**config.mk**
```make
export PLATFORM = sky130hd
export DESIGN_NAME = isra_slave
export DESIGN_NICKNAME = d
export VERILOG_FILES = /design/src/inc/isra_pkg.sv /design/src/hdl/isra_fifo.sv /design/src/hdl/isra_slave.sv /design/src/hdl/isra_sync.sv
export VERILOG_INCLUDE_DIRS = /design/src /design/src/inc
export SDC_FILE = /design/constraint.sdc
export NUM_CORES = 1
export LEC_CHECK = 0
export BUFFER_PORTS_ARGS = -buffer_cell sky130_fd_sc_hd__buf_2
export CAP_MARGIN = 20
export CORE_AREA = 2 2 140 142
export DETAILED_ROUTE_END_ITERATION = 7
export DIE_AREA = 0 0 142 144
export GPL_TIMING_DRIVEN = 0
export PLACE_DENSITY = 0.69
export SYNTH_ARGS = -nofsm -noshare
export SYNTH_HDL_FRONTEND = slang
export SYNTH_SLANG_ARGS = --single-unit
```
**constraint.sdc**
```tcl
create_clock -name core_clk_i -period 2.4 [get_ports core_clk_i]
set_clock_uncertainty 0.1 [all_clocks]
set_input_delay 0.6 -clock core_clk_i [delete_from_list [all_inputs] [get_ports core_clk_i]]
set_output_delay 0.6 -clock core_clk_i [all_outputs]
set_load 0.05 [all_outputs]
```
**src/inc/isra_defines.svh**
```systemverilog
// constants of the serial register access front end
`ifndef ISRA_DEFINES_SVH
`define ISRA_DEFINES_SVH

// seven-bit slave addresses selected by the address strap
`define ISRA_DEV_SLAVE_ADDRESS_SELECT_INPUT 7'h41
`define ISRA_DEV_ADDR1 7'h44
// general call address byte and its second-byte commands
`define ISRA_GC_ADDR 8'h00
`define ISRA_GC_RESET 8'h06
`define ISRA_GC_LATCH 8'h04
// register space of the pointer
`define ISRA_FIRST_REG 8'h00
`define ISRA_LAST_REG 8'h12
`define ISRA_NOINC_REG 8'h09
// bit slot counts
`define ISRA_BYTE_BITS 4'h8
`define ISRA_ACKED 4'h9
// write path buffer
`define ISRA_FIFO_DEPTH 8
`define ISRA_WORD_BITS 16

`endif

```
**src/inc/isra_pkg.sv**
```systemverilog
// types of the serial register access front end
package isra_pkg;

    typedef enum logic [2:0] {
        ISRA_IDLE = 3'b000,
        ISRA_RECV = 3'b001,
        ISRA_ACK = 3'b010,
        ISRA_SEND = 3'b011,
        ISRA_MACK = 3'b100,
        ISRA_IGNORE = 3'b101
    } isra_phase_type;

    typedef enum logic [2:0] {
        ISRA_K_ADDR = 3'b000,
        ISRA_K_REG = 3'b001,
        ISRA_K_DATA = 3'b010,
        ISRA_K_GC = 3'b011,
        ISRA_K_READ = 3'b100,
        ISRA_K_NONE = 3'b101
    } isra_kind_type;

    typedef struct packed {
        isra_phase_type phase;
        isra_kind_type kind;
        logic [3:0] bitcnt;
        logic [7:0] shift;
        logic [7:0] ptr;
        logic sda_oe_n;
        logic shut;
        logic addr_sel;
        logic strap_taken;
        logic scl_d;
        logic sda_d;
        logic dev_reset;
        logic rd_strobe;
        logic push;
        logic [15:0] push_word;
    } isra_slave_state_type;

endpackage : isra_pkg
```
**src/hdl/isra_fifo.sv**
```systemverilog
// write-path buffer with valid/ready on both sides
`timescale 1ns/1ps
module isra_fifo #(
    parameter int WIDTH = 16,
    parameter int DEPTH = 8
) (
    // clock and control
    input wire logic core_clk_i,
    input wire logic reset_i,
    input wire logic ce_i,
    // filling side
    input wire logic in_valid_i,
    input wire logic [WIDTH-1:0] in_data_i,
    output logic in_ready_o,
    // draining side
    output logic out_valid_o,
    output logic [WIDTH-1:0] out_data_o,
    input wire logic out_ready_i
);
    localparam int AW = $clog2(DEPTH);

    if (DEPTH < 2 || (1 << AW) != DEPTH || WIDTH < 1) begin : g_bad_param
        $error("isra_fifo: depth must be a power of two of at least 2");
    end

    typedef struct packed {
        logic [DEPTH-1:0][WIDTH-1:0] mem;
        logic [AW-1:0] wp;
        logic [AW-1:0] rp;
        logic [AW:0] cnt;
        logic not_full;
        logic not_empty;
    } isra_fifo_state_type;

    isra_fifo_state_type st_reg;
    isra_fifo_state_type st_next;
    logic do_in;
    logic do_out;

    always_comb begin
        st_next = st_reg;
        do_in = in_valid_i && st_reg.not_full;
        do_out = out_ready_i && st_reg.not_empty;
        if (do_in) begin
            st_next.mem[st_reg.wp] = in_data_i;
            st_next.wp = st_reg.wp + 1'b1;
        end
        if (do_out) begin
            st_next.rp = st_reg.rp + 1'b1;
        end
        st_next.cnt = st_reg.cnt + {{AW{1'b0}}, do_in} - {{AW{1'b0}}, do_out};
        st_next.not_full = st_next.cnt != DEPTH[AW:0];
        st_next.not_empty = st_next.cnt != '0;
    end

    always_ff @(posedge core_clk_i) begin
        if (reset_i) begin
            st_reg <= '0;
            st_reg.not_full <= 1'b1;
        end else if (ce_i) begin
            st_reg <= st_next;
        end
    end

    assign in_ready_o = st_reg.not_full;
    assign out_valid_o = st_reg.not_empty;
    assign out_data_o = st_reg.mem[st_reg.rp];
endmodule : isra_fifo

```
**src/hdl/isra_slave.sv**
```systemverilog
// two-wire slave front end giving register access to the port expander
// Notes on behaviour
// - each access begins with write-addressed slave taking a register pointer byte.
// - reads need repeated start and read-addressed slave; device acks then sends byte.
// - a released acknowledge slot after a sent byte returns the slave to idle.
// - in an incrementing range the pointer advances after every byte sent.
// - after the last register a sequential read wraps to register zero.
// - in a non-incrementing range every read byte repeats one register.
// - after the pointer byte each data byte is acked, but only implemented registers store it; a full buffer gives no ack.
// - several data bytes may follow; pointer advance depends on its range.
// - writes past the last register wrap the pointer on the next byte.
// - general call address zero with write is acked; next byte is a command.
// - command 0x06 resets the device and relatches the address strap.
// - command 0x04 relatches the address strap without reset.
// - zero command is forbidden to master; other commands do nothing.
// - state only advances on bus clock edges and bus conditions.
// - shutdown request takes effect at the next bus clock rising edge.
// - while shut down all bus traffic is ignored, own address too.
// - only the hardware reset input brings the shut interface back.
// - own address is acked in the ninth slot; mismatch stays off the bus.
// - shutdown bit lives in system control, resets to zero, set by one.
`timescale 1ns/1ps
`include "isra_defines.svh"
module isra_slave import isra_pkg::*; #(
    parameter int FIFO_DEPTH = `ISRA_FIFO_DEPTH
) (
    // clock and control
    input wire logic core_clk_i,
    input wire logic reset_i,
    input wire logic ce_i,
    // two-wire bus pins
    input wire logic scl_i,
    input wire logic sda_i,
    output logic sda_o,
    output logic sda_oe_n_o,
    // address strap pin
    input wire logic slave_address_select_input_i,
    // register file side
    input wire logic bus_interface_shutdown_i,
    output logic [7:0] rd_addr_o,
    input wire logic [7:0] rd_data_i,
    output logic rd_strobe_o,
    output logic wr_valid_o,
    output logic [7:0] wr_addr_o,
    output logic [7:0] wr_data_o,
    input wire logic wr_ready_i,
    output logic dev_reset_o,
    output logic bus_shut_o
);
    if (FIFO_DEPTH < 2) begin : g_bad_depth
        $error("isra_slave: write buffer depth below 2");
    end

    isra_slave_state_type r;
    isra_slave_state_type n;
    logic [1:0] pins_s;
    logic scl_s;
    logic sda_s;
    logic sel_s;
    logic fifo_ready;
    logic [15:0] fifo_word;
    logic rise;
    logic fall;
    logic start_c;
    logic stop_c;
    logic [6:0] own_addr;

    // bus pins and strap pass two flops
    isra_sync #(.WIDTH(2), .INIT(2'h3)) u_sync_bus (
        .core_clk_i(core_clk_i),
        .reset_i(reset_i),
        .ce_i(ce_i),
        .async_i({scl_i, sda_i}),
        .sync_o(pins_s)
    );

    isra_sync #(.WIDTH(1), .INIT(1'h0)) u_sync_sel (
        .core_clk_i(core_clk_i),
        .reset_i(reset_i),
        .ce_i(ce_i),
        .async_i(slave_address_select_input_i),
        .sync_o(sel_s)
    );

    isra_fifo #(.WIDTH(`ISRA_WORD_BITS), .DEPTH(FIFO_DEPTH)) u_wr_fifo (
        .core_clk_i(core_clk_i),
        .reset_i(reset_i),
        .ce_i(ce_i),
        .in_valid_i(r.push),
        .in_data_i(r.push_word),
        .in_ready_o(fifo_ready),
        .out_valid_o(wr_valid_o),
        .out_data_o(fifo_word),
        .out_ready_i(wr_ready_i)
    );

    assign scl_s = pins_s[1];
    assign sda_s = pins_s[0];

    // registers that answer with real contents
    function automatic logic implemented(input logic [7:0] a);
        unique case (a)
            8'h00, 8'h01, 8'h02, 8'h04, 8'h08, 8'h09, 8'h10, 8'h11, 8'h12: implemented = 1'b1;
            default: implemented = 1'b0;
        endcase
    endfunction : implemented

    // pointer step after a byte, shared by reads and writes
    function automatic logic [7:0] advance(input logic [7:0] a);
        if (a == `ISRA_NOINC_REG) begin
            advance = a;
        end else if (a >= `ISRA_LAST_REG) begin
            advance = `ISRA_FIRST_REG;
        end else begin
            advance = a + 8'h01;
        end
    endfunction : advance

    // fetch a register byte and drive its first bit
    function automatic isra_slave_state_type load_send(input isra_slave_state_type s,
                                                      input logic [7:0] d);
        isra_slave_state_type t;
        t = s;
        t.shift = implemented(s.ptr) ? d : 8'h00;
        t.sda_oe_n = t.shift[7];
        t.ptr = advance(s.ptr);
        t.rd_strobe = 1'b1;
        t.phase = ISRA_SEND;
        t.bitcnt = 4'h0;
        return t;
    endfunction : load_send

    assign own_addr = r.addr_sel ? `ISRA_DEV_ADDR1 : `ISRA_DEV_SLAVE_ADDRESS_SELECT_INPUT;
    assign rise = scl_s && !r.scl_d;
    assign fall = !scl_s && r.scl_d;
    assign start_c = scl_s && r.scl_d && r.sda_d && !sda_s;
    assign stop_c = scl_s && r.scl_d && !r.sda_d && sda_s;

    always_comb begin
        n = r;
        n.dev_reset = 1'b0;
        n.rd_strobe = 1'b0;
        n.push = 1'b0;
        n.scl_d = scl_s;
        n.sda_d = sda_s;
        if (!r.strap_taken) begin
            n.addr_sel = sel_s;
            n.strap_taken = 1'b1;
        end
        if (r.shut) begin
            n.phase = ISRA_IDLE;
            n.sda_oe_n = 1'b1;
        end else if (rise && bus_interface_shutdown_i) begin
            n.shut = 1'b1;
            n.phase = ISRA_IDLE;
            n.sda_oe_n = 1'b1;
        end else if (start_c) begin
            n.phase = ISRA_RECV;
            n.kind = ISRA_K_ADDR;
            n.bitcnt = 4'h0;
            n.sda_oe_n = 1'b1;
        end else if (stop_c) begin
            n.phase = ISRA_IDLE;
            n.sda_oe_n = 1'b1;
        end else begin
            unique case (r.phase)
                ISRA_IDLE, ISRA_IGNORE: begin
                    n.sda_oe_n = 1'b1;
                end
                ISRA_RECV: begin
                    if (rise) begin
                        n.shift = {r.shift[6:0], sda_s};
                        n.bitcnt = r.bitcnt + 4'h1;
                    end else if (fall && r.bitcnt == `ISRA_BYTE_BITS) begin
                        n.phase = ISRA_ACK;
                        n.sda_oe_n = 1'b0;
                        unique case (r.kind)
                            ISRA_K_ADDR: begin
                                if (r.shift[7:1] == own_addr) begin
                                    n.kind = r.shift[0] ? ISRA_K_READ : ISRA_K_REG;
                                end else if (r.shift == `ISRA_GC_ADDR) begin
                                    n.kind = ISRA_K_GC;
                                end else begin
                                    n.phase = ISRA_IGNORE;
                                    n.sda_oe_n = 1'b1;
                                end
                            end
                            ISRA_K_REG: begin
                                n.ptr = r.shift;
                                n.kind = ISRA_K_DATA;
                            end
                            ISRA_K_DATA: begin
                                if (!implemented(r.ptr)) begin
                                    n.ptr = advance(r.ptr);
                                end else if (fifo_ready) begin
                                    n.push = 1'b1;
                                    n.push_word = {r.ptr, r.shift};
                                    n.ptr = advance(r.ptr);
                                end else begin
                                    n.phase = ISRA_IGNORE;
                                    n.sda_oe_n = 1'b1;
                                end
                            end
                            ISRA_K_GC: begin
                                n.kind = ISRA_K_NONE;
                                if (r.shift == `ISRA_GC_RESET) begin
                                    n.addr_sel = sel_s;
                                    n.ptr = `ISRA_FIRST_REG;
                                    n.dev_reset = 1'b1;
                                end else if (r.shift == `ISRA_GC_LATCH) begin
                                    n.addr_sel = sel_s;
                                end
                            end
                            default: begin
                                n.phase = ISRA_IGNORE;
                                n.sda_oe_n = 1'b1;
                            end
                        endcase
                    end
                end
                ISRA_ACK: begin
                    if (fall) begin
                        n.sda_oe_n = 1'b1;
                        n.bitcnt = 4'h0;
                        if (r.kind == ISRA_K_READ) begin
                            n = load_send(n, rd_data_i);
                        end else begin
                            n.phase = ISRA_RECV;
                        end
                    end
                end
                ISRA_SEND: begin
                    if (rise) begin
                        n.bitcnt = r.bitcnt + 4'h1;
                    end else if (fall) begin
                        if (r.bitcnt == `ISRA_BYTE_BITS) begin
                            n.sda_oe_n = 1'b1;
                            n.phase = ISRA_MACK;
                        end else begin
                            n.shift = {r.shift[6:0], 1'b0};
                            n.sda_oe_n = r.shift[6];
                        end
                    end
                end
                ISRA_MACK: begin
                    if (rise) begin
                        if (sda_s) begin
                            n.phase = ISRA_IDLE;
                        end else begin
                            n.bitcnt = `ISRA_ACKED;
                        end
                    end else if (fall && r.bitcnt == `ISRA_ACKED) begin
                        n = load_send(n, rd_data_i);
                    end
                end
                default: begin
                    n.phase = ISRA_IDLE;
                    n.sda_oe_n = 1'b1;
                end
            endcase
        end
    end

    always_ff @(posedge core_clk_i) begin
        if (reset_i) begin
            r <= '0;
            r.phase <= ISRA_IDLE;
            r.kind <= ISRA_K_NONE;
            r.sda_oe_n <= 1'b1;
            r.scl_d <= 1'b1;
            r.sda_d <= 1'b1;
        end else if (ce_i) begin
            r <= n;
        end
    end

    assign sda_o = 1'b0;
    assign sda_oe_n_o = r.sda_oe_n;
    assign rd_addr_o = r.ptr;
    assign rd_strobe_o = r.rd_strobe;
    assign wr_addr_o = fifo_word[15:8];
    assign wr_data_o = fifo_word[7:0];
    assign dev_reset_o = r.dev_reset;
    assign bus_shut_o = r.shut;
endmodule : isra_slave

```
**src/hdl/isra_sync.sv**
```systemverilog
// two-stage synchroniser for asynchronous pin inputs
`timescale 1ns/1ps
module isra_sync #(
    parameter int WIDTH = 1,
    parameter logic [WIDTH-1:0] INIT = '1
) (
    // clock and control
    input wire logic core_clk_i,
    input wire logic reset_i,
    input wire logic ce_i,
    // pins in, synchronised out
    input wire logic [WIDTH-1:0] async_i,
    output logic [WIDTH-1:0] sync_o
);
    typedef struct packed {
        logic [WIDTH-1:0] meta;
        logic [WIDTH-1:0] stable;
    } isra_sync_state_type;

    isra_sync_state_type st_reg;
    isra_sync_state_type st_next;

    always_comb begin
        st_next.meta = async_i;
        st_next.stable = st_reg.meta;
    end

    always_ff @(posedge core_clk_i) begin
        if (reset_i) begin
            st_reg <= {INIT, INIT};
        end else if (ce_i) begin
            st_reg <= st_next;
        end
    end

    assign sync_o = st_reg.stable;
endmodule : isra_sync

```
==> metrics <==
run status finished with violations; failing checks negative setup slack; Post-CTS Hold Buffers 0; # rows between 50 and 60; Hold WC Path Type in -> reg; Cell Int Power between 4 and 5 mW; Worst-Margin Slew about 930 ps; Worst-Skew Late Latency roughly 440 ps; clk slew on worst S/H paths about 80 ps; initial DRC count around 750; n_diodes 0; combinational cell fraction of total power 0.062; core area approximately 19,000 um^2; Place WS -799.9 ps; Startpoint Class register; Avg Cell Area, Syn a little over 8 um^2; via count between 8,000 and 9,000; pwr dens 583.3 nW/um^2; Max-slew headroom 0.3776; CP required around 1700 ps; dpl hpwl about 18,000 um; leak pwr just over 4 nW; initial antenna violation count 0; GRT overflow 0; post-route setup slack -418.2 ps; final core occ 0.6016; synthesis-to-layout area growth 23.39%; synthesized instance count between 1,000 and 1,500; largest net degree at the start of global routing 21; fraction of registers with async set/reset 0; minimum clock period ~2800 ps; die height about 140 um; GPL Wtd Cong around 0.94; clock share of power 0.441; I/O pin count 46; H-tree levels 4; period utilisation layout 1.174; TritonCTS clock tree yes; fin. max-slew vios 0; antenna viol nets, final 0; yosys warns 0; drt via density around 5.7; CTS Buf Count 17; number of remaining DRC errors 0; DP Area 9851 um^2; switching share of power 0.2567; post-synthesis sequential area ratio 0.4261; Main synth FF type dfxtp_1; Netlist Area Pre-Place 9303 um^2; fraction of layout instances using a drive strength above 1 0.2311; Total GRT Usage 0.2649; CTS sink count around 200; DIE WIDTH 142 um; Wirelength per Cell 18.44 um; worst hold slack around 280 ps; first-pass GRT wire length approximately 42,000 um; final net count around 1,200; final setup violation count 19; arrival time worst endpoint around 2100 ps; post-route cell area around 11,000 um^2; critical path type reg -> out; sequential share of power 0.497; CP endpoint kind output pin; Post-Route WL ~27,000 um; count of cell types in the netlist 69; Pwr Total ~6.7 mW; EDFF count, synth 0; Syn Nets between 1,000 and 1,500; fmax 354.8 MHz; starting density of the core 0.4876; Max Buffers Root-to-Sink 2; endpoints failing hold 0; #FFs+latches synth ~200; Sw Pwr ~1.7 mW; maximum vdd drop 0.0004766 V; Die Area 20,450 um^2; DRT Pass-1 Iters 5; RSZ-0062 raised after global routing yes; # port buffers 43; max-cap check violation count 0; CP Max Fanout 6; number of flip-flops in the largest register about 140; Root Buffer clkbuf_16; vias in the first global route 8,012
## through the flow
stage	setup TNS, ps	cells
after floorplan	-94.57	1130
after global placement	-59350	1411
after detailed placement	-59060	1411
after CTS	-5941	1461
after global routing	-6801	1467
final	-5948	1467
## power groups by stage
stage / registers [mW] / logic [mW] / clock network [mW]
after floorplan: 3.41 / 0.234 / 0
after global placement: 3.40 / 0.337 / 0
after detailed placement: 3.40 / 0.340 / 0
after CTS: 3.33 / 0.401 / 2.96
after global routing: 3.34 / 0.445 / 3.11
final: 3.33 / 0.414 / 2.95
## synthesized netlist by cell type (3+ instances only)
cell,count,area (um^2)
o211ai_1,5,37.54
and3_1,8,50.05
a32oi_1,3,26.28
xnor2_1,3,26.28
a21oi_1,175,875.8
buf_6,3,33.78
mux2_2,17,191.4
nand2b_1,10,62.56
nand3_1,30,150.1
a211o_1,3,26.28
or2_2,5,31.28
nor3_1,16,80.08
a221oi_1,6,52.55
xor2_1,3,26.28
and2_1,8,50.05
o21ai_0,18,90.09
nand2_1,311,1167
a31oi_1,7,43.79
mux4_2,32,720.7
a21o_1,4,30.03
a211oi_1,4,30.03
nor3b_1,4,30.03
dfxtp_1,198,3964
or3_1,3,18.77
buf_1,7,26.28
ha_1,12,150.1
inv_1,22,82.58
nand4_1,4,25.02
clkbuf_1,80,300.3
nor4_1,3,18.77
a22oi_1,3,22.52
buf_4,10,75.07
nor2b_1,8,50.05
mux2i_1,15,150.1
nor2_1,49,183.9
## worst paths after layout
kind / slack [ps] / depth (start not counted) / from / end
setup / recovery: -420 / 6 / u_wr_fifo.st_reg[6] / wr_data_o[6]
hold / removal: 280 / 3 / sda_i / u_sync_bus.st_next[0]
hold reg to reg: 350 / 2 / u_wr_fifo.st_reg[132] / u_wr_fifo.st_reg[132]
setup reg to reg: -80 / 9 / r[47] / register
## cell type report
| class | instances | area [um^2] |
|---|---|---|
| multi-input combinational | 807 | 5204 |
| sequential | 198 | 3988 |
| buffer | 88 | 576.8 |
| clock inverter | 15 | 182.7 |
| fill | 1607 | 7601 |
| inverter | 23 | 91.34 |
| clock buffer | 17 | 425.4 |
| timing repair buffer | 81 | 713.2 |
| tap | 238 | 297.8 |
## cell usage in the layout, fill, tap and decap left out, types with 5 or more instances in the layout
| cell | n |
|---|---|
| a221oi_2 | 5 |
| buf_4 | 39 |
| o21ai_0 | 17 |
| clkbuf_2 | 10 |
| clkinv_4 | 5 |
| nand2_1 | 309 |
| mux4_2 | 32 |
| nand2b_1 | 9 |
| or2_2 | 5 |
| inv_1 | 21 |
| clkbuf_16 | 23 |
| mux2i_1 | 15 |
| o211ai_1 | 5 |
| buf_8 | 5 |
| nand3_1 | 29 |
| nor3_1 | 12 |
| dfxtp_2 | 10 |
| buf_2 | 27 |
| clkbuf_1 | 49 |
| nor2_1 | 40 |
| nor2_2 | 6 |
| mux2_4 | 12 |
| ha_1 | 11 |
| mux2_2 | 5 |
| and3_1 | 7 |
| a31oi_1 | 7 |
| buf_12 | 5 |
| and2_1 | 7 |
| buf_6 | 18 |
| a21oi_1 | 170 |
| dfxtp_1 | 185 |
## per-layer routing
layer	routed length [um]	vias up	global-route usage
li1	-	4033	-
met1	10960	3946	0.3232
met2	13140	324	0.4493
met3	1731	80	0.05430
met4	1216	0	0.1279
met5	0	-	0
## worst max-delay path, cell delays in order (launching register included)
cell and delay, ps:
dfxtp_2 350, clkbuf_16 160, buf_6 110, buf_6 80, mux4_2 530, mux2_4 290, buf_8 150
## cells by family after synthesis
| kind of cell | after synthesis | share of synthesized area |
|---|---|---|
| and+or+nand+nor | 473 | 0.2203 |
| DFF | 198 | 0.4261 |
| adders and majority gates | 13 | 0.01829 |
| buffers and inverters | 125 | 0.05716 |
| other | 1 | 0.0004031 |
| muxes | 64 | 0.1142 |
| AOI/OAI and AO/OA | 249 | 0.1562 |
| xor gates and xnor gates | 7 | 0.007399 |
## repair_timing
| action | 4_1_cts | 5_1_grt |
|---|---|---|
| buffers inserted | 24 | 11 |
| setup endpoints to repair | 103 | 130 |
| cloned | 3 | 0 |
| pin swaps | 11 | 11 |
| resized for setup | 145 | 49 |
Note: power is estimated with default switching activity, not from simulation.
